<file path="config.mk">
export PLATFORM = sky130hd
export DESIGN_NAME = preset_down_counter
export DESIGN_NICKNAME = d
export VERILOG_FILES = /design/src/hw/counter_pkg.sv /design/src/hw/count_step_if.sv /design/src/hw/pin_sync.sv /design/src/hw/count_step.sv /design/src/hw/preset_down_counter.sv
export VERILOG_INCLUDE_DIRS = /design/src /design/src/hw
export SDC_FILE = /design/constraint.sdc
export NUM_CORES = 1
export LEC_CHECK = 0
export BUFFER_PORTS_ARGS = -buffer_cell sky130_fd_sc_hd__buf_2
export CORE_MARGIN = 2
export CORE_UTILIZATION = 37
export CTS_CLUSTER_SIZE = 16
export DETAILED_ROUTE_END_ITERATION = 10
export PLACE_DENSITY = 0.77
export SYNTH_ARGS = -nofsm -noshare
export SYNTH_HDL_FRONTEND = slang
export SYNTH_SLANG_ARGS = --single-unit
</file>
<file path="constraint.sdc">
create_clock -name clk -period 1.4 [get_ports clk]
set_input_delay 0.14 -clock clk [delete_from_list [all_inputs] [get_ports clk]]
set_output_delay 0.14 -clock clk [all_outputs]
set_load 0.05 [all_outputs]
</file>
<file path="src/hw/counter_defs.svh">
/*
 * Constants of the preset down counter: widths, count limits,
 * register offsets, field positions and reset values.
 * Assumes it is included by bare name and holds definitions only.
 */
`ifndef COUNTER_DEFS_SVH
`define COUNTER_DEFS_SVH

// Count width and the count limits
`define CNT_W 4
`define CNT_ZERO 4'h0
`define CNT_ONE 4'h1
`define BCD_TOP 4'h9
`define BIN_TOP 4'hf

// Pin synchroniser: stage count and number of synchronised pins
`define SYNC_STAGES 2
`define PIN_W 9

// Settle count after reset: synchronisers plus edge history
`define SETTLE_W 2
`define SETTLE_ZERO 2'h0
`define SETTLE_ONE 2'h1
`define SETTLE_DONE 2'h3

// Positions of the pins inside the synchronised bundle
`define PIN_RISE 0
`define PIN_FALL 1
`define PIN_LOAD 2
`define PIN_CLEAR 3
`define PIN_CASCADE 4
`define PIN_PRESET_LO 5
`define PIN_PRESET_HI 8

// APB address width and register byte offsets
`define APB_ADDR_W 12
`define ADDR_CTRL 12'h000
`define ADDR_STATUS 12'h004

// Control register fields and reset value
`define CTRL_BIN_BIT 0
`define CTRL_RESET 1'b0

// Status register fields
`define STAT_CNT_LO 0
`define STAT_CNT_HI 3
`define STAT_ZERO_BIT 4
`define STAT_CASCADE_BIT 5

// Zero word for read data
`define WORD_ZERO 32'h0000_0000

`endif

</file>
<file path="src/hw/counter_pkg.sv">
/*
 * Types shared by the preset down counter modules.
 * Assumes the constants header is compiled alongside.
 */
package counter_pkg;

   // Count value carried on every count port
   typedef logic [3:0] count_t;

   // Counting code of the counter
   typedef enum logic
   {
      variant_bcd,
      variant_binary
   } variant_t;

endpackage

</file>
<file path="src/hw/count_step_if.sv">
/*
 * Interface between the counter core and its decrement logic.
 * Assumes both ends share the package types.
 */
`timescale 1ns/1ps

interface count_step_if;
   import counter_pkg::*;

   count_t count; // Present count
   variant_t variant; // Decimal or binary code
   count_t next_count; // Count after one decrement

   // Counter core side
   modport core
   (
      output count,
      output variant,
      input next_count
   );

   // Decrement logic side
   modport step
   (
      input count,
      input variant,
      output next_count
   );
endinterface

</file>
<file path="src/hw/pin_sync.sv">
/*
 * Bank of two-stage synchronisers for asynchronous pins.
 * Assumes one clock and a synchronous active low reset.
 */
`timescale 1ns/1ps
`include "counter_defs.svh"

module pin_sync
(
   input wire logic clk,
   input wire logic rstn,
   input wire logic [`PIN_W-1:0] pin_async,
   output logic [`PIN_W-1:0] pin_sync_out
);
   import counter_pkg::*;

   // One synchroniser per pin
   genvar g;
   generate
      for (g = 0; g < `PIN_W; g = g + 1)
      begin : g_bit
         logic meta; // First stage, read only by the second

         // Two flip-flops in series
         always_ff @(posedge clk)
         begin
            if (!rstn)
            begin
               meta <= 1'b0;
               pin_sync_out[g] <= 1'b0;
            end
            else
            begin
               meta <= pin_async[g];
               pin_sync_out[g] <= meta;
            end
         end
      end
   endgenerate
endmodule

</file>
<file path="src/hw/count_step.sv">
/*
 * Decrement logic of the down counter in decimal and binary code.
 * Assumes the core feeds the present count and code.
 */
`timescale 1ns/1ps
`include "counter_defs.svh"

module count_step
(
   count_step_if.step port
);
   import counter_pkg::*;

   // Next value: wrap from zero to the top of the code
   always_comb
   begin
      if (port.count == `CNT_ZERO)
      begin
         // Decimal wraps to nine, binary to fifteen
         port.next_count = (port.variant == variant_bcd) ? `BCD_TOP : `BIN_TOP;
      end
      else
      begin
         // Plain decrement in either code
         port.next_count = port.count - `CNT_ONE;
      end
   end
endmodule

</file>
<file path="src/hw/preset_down_counter.sv">
/*
 * Programmable 4-bit down counter with two count clock pins, preset
 * load, overriding clear, terminal-count output and an APB register
 * port selecting decimal or binary code and showing the count.
 * Assumes all pins are asynchronous to clk and the APB master runs on clk.
 */
// Local design decisions: the APB slave port and the address map.
`timescale 1ns/1ps
`include "counter_defs.svh"

// Functional notes
// - Load high, clear low: preset copied in
// - Clear wins over load
// - Load and falling clock low: count on rise
// - Load low, rising clock high: count on fall
// - Zero flag: count zero and cascade high
// - Clear forces count to zero at the third clk edge after the pin rises
// - Decimal variant counts down in BCD
// - Binary variant counts down in binary
module preset_down_counter
(
   input wire logic clk,
   input wire logic rstn,
   input wire logic rising_count_clock,
   input wire logic falling_count_clock,
   input wire logic preset_strobe,
   input wire logic [3:0] preset_value,
   input wire logic cascade_in,
   input wire logic clear_input,
   output counter_pkg::count_t count_value,
   output logic zero_flag_out,
   input wire logic psel,
   input wire logic penable,
   input wire logic pwrite,
   input wire logic [`APB_ADDR_W-1:0] paddr,
   input wire logic [31:0] pwdata,
   output logic [31:0] prdata,
   output logic pready,
   output logic pslverr
);
   import counter_pkg::*;

   logic [`PIN_W-1:0] pins_raw; // Pins before synchronising
   logic [`PIN_W-1:0] pins; // Pins after two flip-flops
   logic rise_clk; // Synchronised rising count clock
   logic fall_clk; // Synchronised falling count clock
   logic load; // Synchronised preset strobe
   logic clear; // Synchronised clear
   logic cascade; // Synchronised cascade input
   count_t preset; // Synchronised preset value
   logic rise_clk_prev; // Rising clock one cycle back
   logic fall_clk_prev; // Falling clock one cycle back
   logic rise_edge; // Low-to-high seen on rising clock
   logic fall_edge; // High-to-low seen on falling clock
   logic rise_count; // Enabled count on rising edge
   logic fall_count; // Enabled count on falling edge
   logic dec; // One decrement this cycle
   variant_t variant; // Code selected by software
   logic sel_ctrl; // Address hits control register
   logic sel_status; // Address hits status register
   logic mapped; // Address hits any register
   logic apb_write; // Write takes effect this edge
   logic apb_setup; // Setup phase of a transfer
   logic [`SETTLE_W-1:0] settle; // Edges since reset, stops when armed
   logic armed; // Edge history holds real pin levels

   count_step_if step_bus();

   // Gather the pins into one bundle for the synchronisers
   assign pins_raw[`PIN_RISE] = rising_count_clock;
   assign pins_raw[`PIN_FALL] = falling_count_clock;
   assign pins_raw[`PIN_LOAD] = preset_strobe;
   assign pins_raw[`PIN_CLEAR] = clear_input;
   assign pins_raw[`PIN_CASCADE] = cascade_in;
   assign pins_raw[`PIN_PRESET_HI:`PIN_PRESET_LO] = preset_value;

   // Two flip-flops on every pin before any logic reads it
   pin_sync u_sync
   (
      .clk(clk),
      .rstn(rstn),
      .pin_async(pins_raw),
      .pin_sync_out(pins)
   );

   assign rise_clk = pins[`PIN_RISE];
   assign fall_clk = pins[`PIN_FALL];
   assign load = pins[`PIN_LOAD];
   assign clear = pins[`PIN_CLEAR];
   assign cascade = pins[`PIN_CASCADE];
   assign preset = pins[`PIN_PRESET_HI:`PIN_PRESET_LO];

   // Decrement logic sees the present count and code
   assign step_bus.count = count_value;
   assign step_bus.variant = variant;

   count_step u_step
   (
      .port(step_bus.step)
   );

   // Previous levels of both count clocks for edge detection
   always_ff @(posedge clk)
   begin
      if (!rstn)
      begin
         rise_clk_prev <= 1'b0;
         fall_clk_prev <= 1'b0;
      end
      else
      begin
         rise_clk_prev <= rise_clk;
         fall_clk_prev <= fall_clk;
      end
   end

   // Edges since reset, held once the pin history is real
   always_ff @(posedge clk)
   begin
      if (!rstn)
      begin
         settle <= `SETTLE_ZERO;
      end
      else if (!armed)
      begin
         // Count until synchronisers and history are filled
         settle <= settle + `SETTLE_ONE;
      end
   end

   // No edge is believed before the history holds real pin levels
   assign armed = (settle == `SETTLE_DONE);

   // Edge detectors on the synchronised clocks
   // A pin held high through reset would otherwise look like a fresh edge
   assign rise_edge = armed && rise_clk && !rise_clk_prev;
   assign fall_edge = armed && !fall_clk && fall_clk_prev;

   // Rising edge counts while load and falling clock are low
   assign rise_count = rise_edge && !load && !fall_clk;
   // Falling edge counts while load is low and rising clock high
   assign fall_count = fall_edge && !load && rise_clk;
   // Any other clock combination yields no decrement
   assign dec = rise_count || fall_count;

   // Count register: clear, then load, then decrement, else hold
   always_ff @(posedge clk)
   begin
      if (!rstn)
      begin
         count_value <= `CNT_ZERO;
      end
      else if (clear)
      begin
         // Clear overrides load and both clocks
         count_value <= `CNT_ZERO;
      end
      else if (load)
      begin
         // Preset copied whatever the clocks do
         count_value <= preset;
      end
      else if (dec)
      begin
         // All four bits change together
         count_value <= step_bus.next_count;
      end
   end

   // Terminal count flag from the zero state and cascade input
   always_ff @(posedge clk)
   begin
      if (!rstn)
      begin
         zero_flag_out <= 1'b0;
      end
      else
      begin
         // High only for zero count with cascade high
         zero_flag_out <= (count_value == `CNT_ZERO) && cascade;
      end
   end

   // APB address decode and phases
   assign sel_ctrl = (paddr == `ADDR_CTRL);
   assign sel_status = (paddr == `ADDR_STATUS);
   assign mapped = sel_ctrl || sel_status;
   assign apb_setup = psel && !penable;
   assign apb_write = psel && penable && pwrite;

   // Zero wait states; unmapped addresses answer with an error
   assign pready = 1'b1;
   assign pslverr = psel && penable && !mapped;

   // Control register: code selection written by software
   always_ff @(posedge clk)
   begin
      if (!rstn)
      begin
         variant <= variant_t'(`CTRL_RESET);
      end
      else if (apb_write && sel_ctrl)
      begin
         // Bit set selects binary, clear selects decimal
         variant <= variant_t'(pwdata[`CTRL_BIN_BIT]);
      end
   end

   // Read data captured in the setup phase, valid through access
   always_ff @(posedge clk)
   begin
      if (!rstn)
      begin
         prdata <= `WORD_ZERO;
      end
      else if (apb_setup)
      begin
         prdata <= `WORD_ZERO;
         if (!pwrite && sel_ctrl)
         begin
            // Present code selection
            prdata[`CTRL_BIN_BIT] <= (variant == variant_binary);
         end
         else if (!pwrite && sel_status)
         begin
            // Count, terminal flag and cascade level
            prdata[`STAT_CNT_HI:`STAT_CNT_LO] <= count_value;
            prdata[`STAT_ZERO_BIT] <= zero_flag_out;
            prdata[`STAT_CASCADE_BIT] <= cascade;
         end
      end
   end
endmodule

</file>
==> qor.yml <==
p_per_area_nw_per_um2: 1140
cts_buffers: 5
outcome: "finished, violations left"
holdPathStages: 2
syn_area_um2: 1470
wirelength_mm: 2.47
layout_commonest_cell: "buf_2"
hold_viol_final: 0
num-nets-final: 264
whs_endpoint: "u_sync.g_bit[5].meta"
reg2reg_to: "count_value[1]"
holdCritPathClass: "in -> reg"
ys_ff_latch: 34
grt_usage: 0.120
worstSetupPathType: "reg -> reg"
initial_utilization: 0.393
wl_met2_mm: 1.14
clock_latency_ns: 0.29
rsz0062_at_grt: "true"
ir_worst_vdd_mv: 0.570
min_from: "preset_value[0]"
synth.distinct_cells: 37
clock.fmax_mhz: 680
coreArea_um2: 3740
violations: "setup timing"
avgSynthCellArea_um2: 9.88
leakage_uw: 0.000887
cts_tree: "built"
cp.arrival_ns: 1.66
firstDrtPassIters: 4
worst_slack_ns: -0.0711
antennaDiodeCount: 0
maxSlewViolCount: 0
vias: 1102
drive_gt1_frac: 0.390
antenna_found_initial: 0
cp-end-kind: "register"
skew_ns: 0.00407
routed.top_layer: "met4"
grt_pass1_vias: 936
portBuffers: 38
dieHeight_um: 67.1
drc_errors: 0
ctsLongestPathBuffers: 2
r2r_slack_ns: -0.07
gp_congestion: 0.742
reg2reg_depth: 7
grt_pass1_wl_mm: 3.86
grt-ovfl-total: 0
yosys_warnings: 0
post-dp-hpwl_mm: 1.83
fin_crit_sh: 1.05
clock_tree.root_cell: "clkbuf_8"
place_ws_ns: -0.238
hold_buffers: 0
ys_seq_area_frac: 0.463
setup_viol: 1
holdWs_ns: 0.0521
drt-initial-drc-count: 20
cap_violations: 0
post_drt_wl_per_cell_um: 9.76
path_max_fanout: 3
grt_max_degree: 22
reg2reg_from: "count_value[0]"
num_rows: 22
wl_met1_mm: 1.07
wl_met3_um: 219
fill_cells: 369
io_pins: 97
syn2layout_area_growth_pct: 28.1
start_kind: "register"
worstPathRequired_ns: 1.59
cts_sinks: 34
die_w_um: 67.1
netlist_instances: 149
avgViaCountPerCell: 4.36
layout_common_cells: "36 x buf_2, 32 x dfxtp_1, 27 x conb_1, 20 x and2_1, 15 x buf_4"
htree_levels: 2
clk_pin_slew_worst_paths_ns: 0.07
die-area_um2: 4500
ant_nets: 0
period_minus_slack_ns: 1.47
## state kept, by name (all words and copies together) (netlist names)
name                 count
count_value              4
u_sync.g_bit.meta        9
zero_flag_out            1
u_sync.pin_sync_out      9
fall_clk_prev            1
prdata                   6
rise_clk_prev            1
step_bus.variant         1
settle                   2
## critical path, stage by stage (launching register included)
cell and delay, ns:
dfxtp_4 0.34, inv_2 0.06, ha_4 0.12, or3b_4 0.40
buf_6 0.13, nand2_2 0.04, o211ai_1 0.07, a311oi_1 0.20
## timing repair
action / 4_1_cts / 5_1_grt
gates resized for setup: 9 / 3
setup buffers: 3 / 0
cloned: 0 / 0
endpoints found under the setup margin: 3 / 6
hold endpoints to repair: 0 / 0
pin swaps: 7 / 3
## Yosys cell counts, drive strengths merged
master,count,share of area
o41ai,1,0.0060
a311oi,1,0.0060
or3b,1,0.0060
nand2,5,0.013
and4,2,0.012
nand4b,1,0.0060
ha,2,0.017
nor3b,1,0.0051
a2111o,1,0.0077
nor4b,1,0.0060
a31oi,1,0.0043
nand3,2,0.0068
mux2i,2,0.014
nor3,3,0.014
or2,1,0.0043
o211ai,2,0.010
and2,21,0.089
inv,6,0.015
a21oi,1,0.0034
nor2b,1,0.0043
or3,1,0.0077
or4,2,0.010
nor4,3,0.023
conb,2,0.0051
or4b,1,0.0094
a22o,6,0.036
a2111oi,1,0.0060
xor2,1,0.0060
dfxtp,34,0.46
nor2,7,0.018
buf,27,0.14
clkbuf,4,0.010
a21bo,1,0.0068
nand2b,3,0.013
## worst max-delay path by stage
stage                         from        endpoint  slack, ns
global route        count_value[0]  count_value[1]      -0.17
finish              count_value[0]  count_value[1]      -0.07
global placement         paddr[11]       prdata[2]      -0.20
CTS                 count_value[0]  count_value[1]      -0.09
detailed placement       paddr[11]       prdata[1]      -0.24
floorplan           count_value[1]  count_value[0]      -0.11
## report_power, final
group	internal (µW)	leakage, µW	total [µW]	switching (µW)
registers	1010	0.000280	1030	19.3
logic	119	0.000555	386	266
clock network	396	0.0000515	744	348
total	1520	0.000887	2160	634
## stage by stage
stage               utilization  instance area (µm²)  power [µW]  TNS [ns]  instances
CTS                       0.501                 1870        2180    -0.126        253
global placement          0.461                 1730        1400     -1.07        242
detailed placement        0.461                 1730        1410     -1.21        242
finish                    0.504                 1890        2160   -0.0711        253
global route              0.504                 1890        2260    -0.285        253
floorplan                     -                 1600        1380    -0.334        174
## routing by layer
layer  GRT usage  up-vias
met3      0.0608        6
met4      0.0689        0
li1            -      562
met2       0.181       44
met1       0.134      490
met5           0        -
## kinds of logic after synthesis
logic type / Yosys count / share of synthesized area
AOI/OAI and AO/OA: 15 / 0.0859
xor gates and xnor gates: 1 / 0.00595
adders and majority gates: 2 / 0.0170
buffers and inverters: 37 / 0.163
DFF: 34 / 0.463
muxes: 2 / 0.0136
other: 2 / 0.00510
and+or+nand+nor: 56 / 0.247
## area by class of cell
cell class	instances	area, µm²	area share
clock buffer	6	82.6	0.0438
multi-input combinational	103	694	0.368
sequential	34	688	0.365
clock inverter	2	11.3	0.00597
timing repair buffer	54	327	0.173
tap	48	60.1	0.0319
inverter	6	22.5	0.0119
Power figures use the tool's default switching activity.
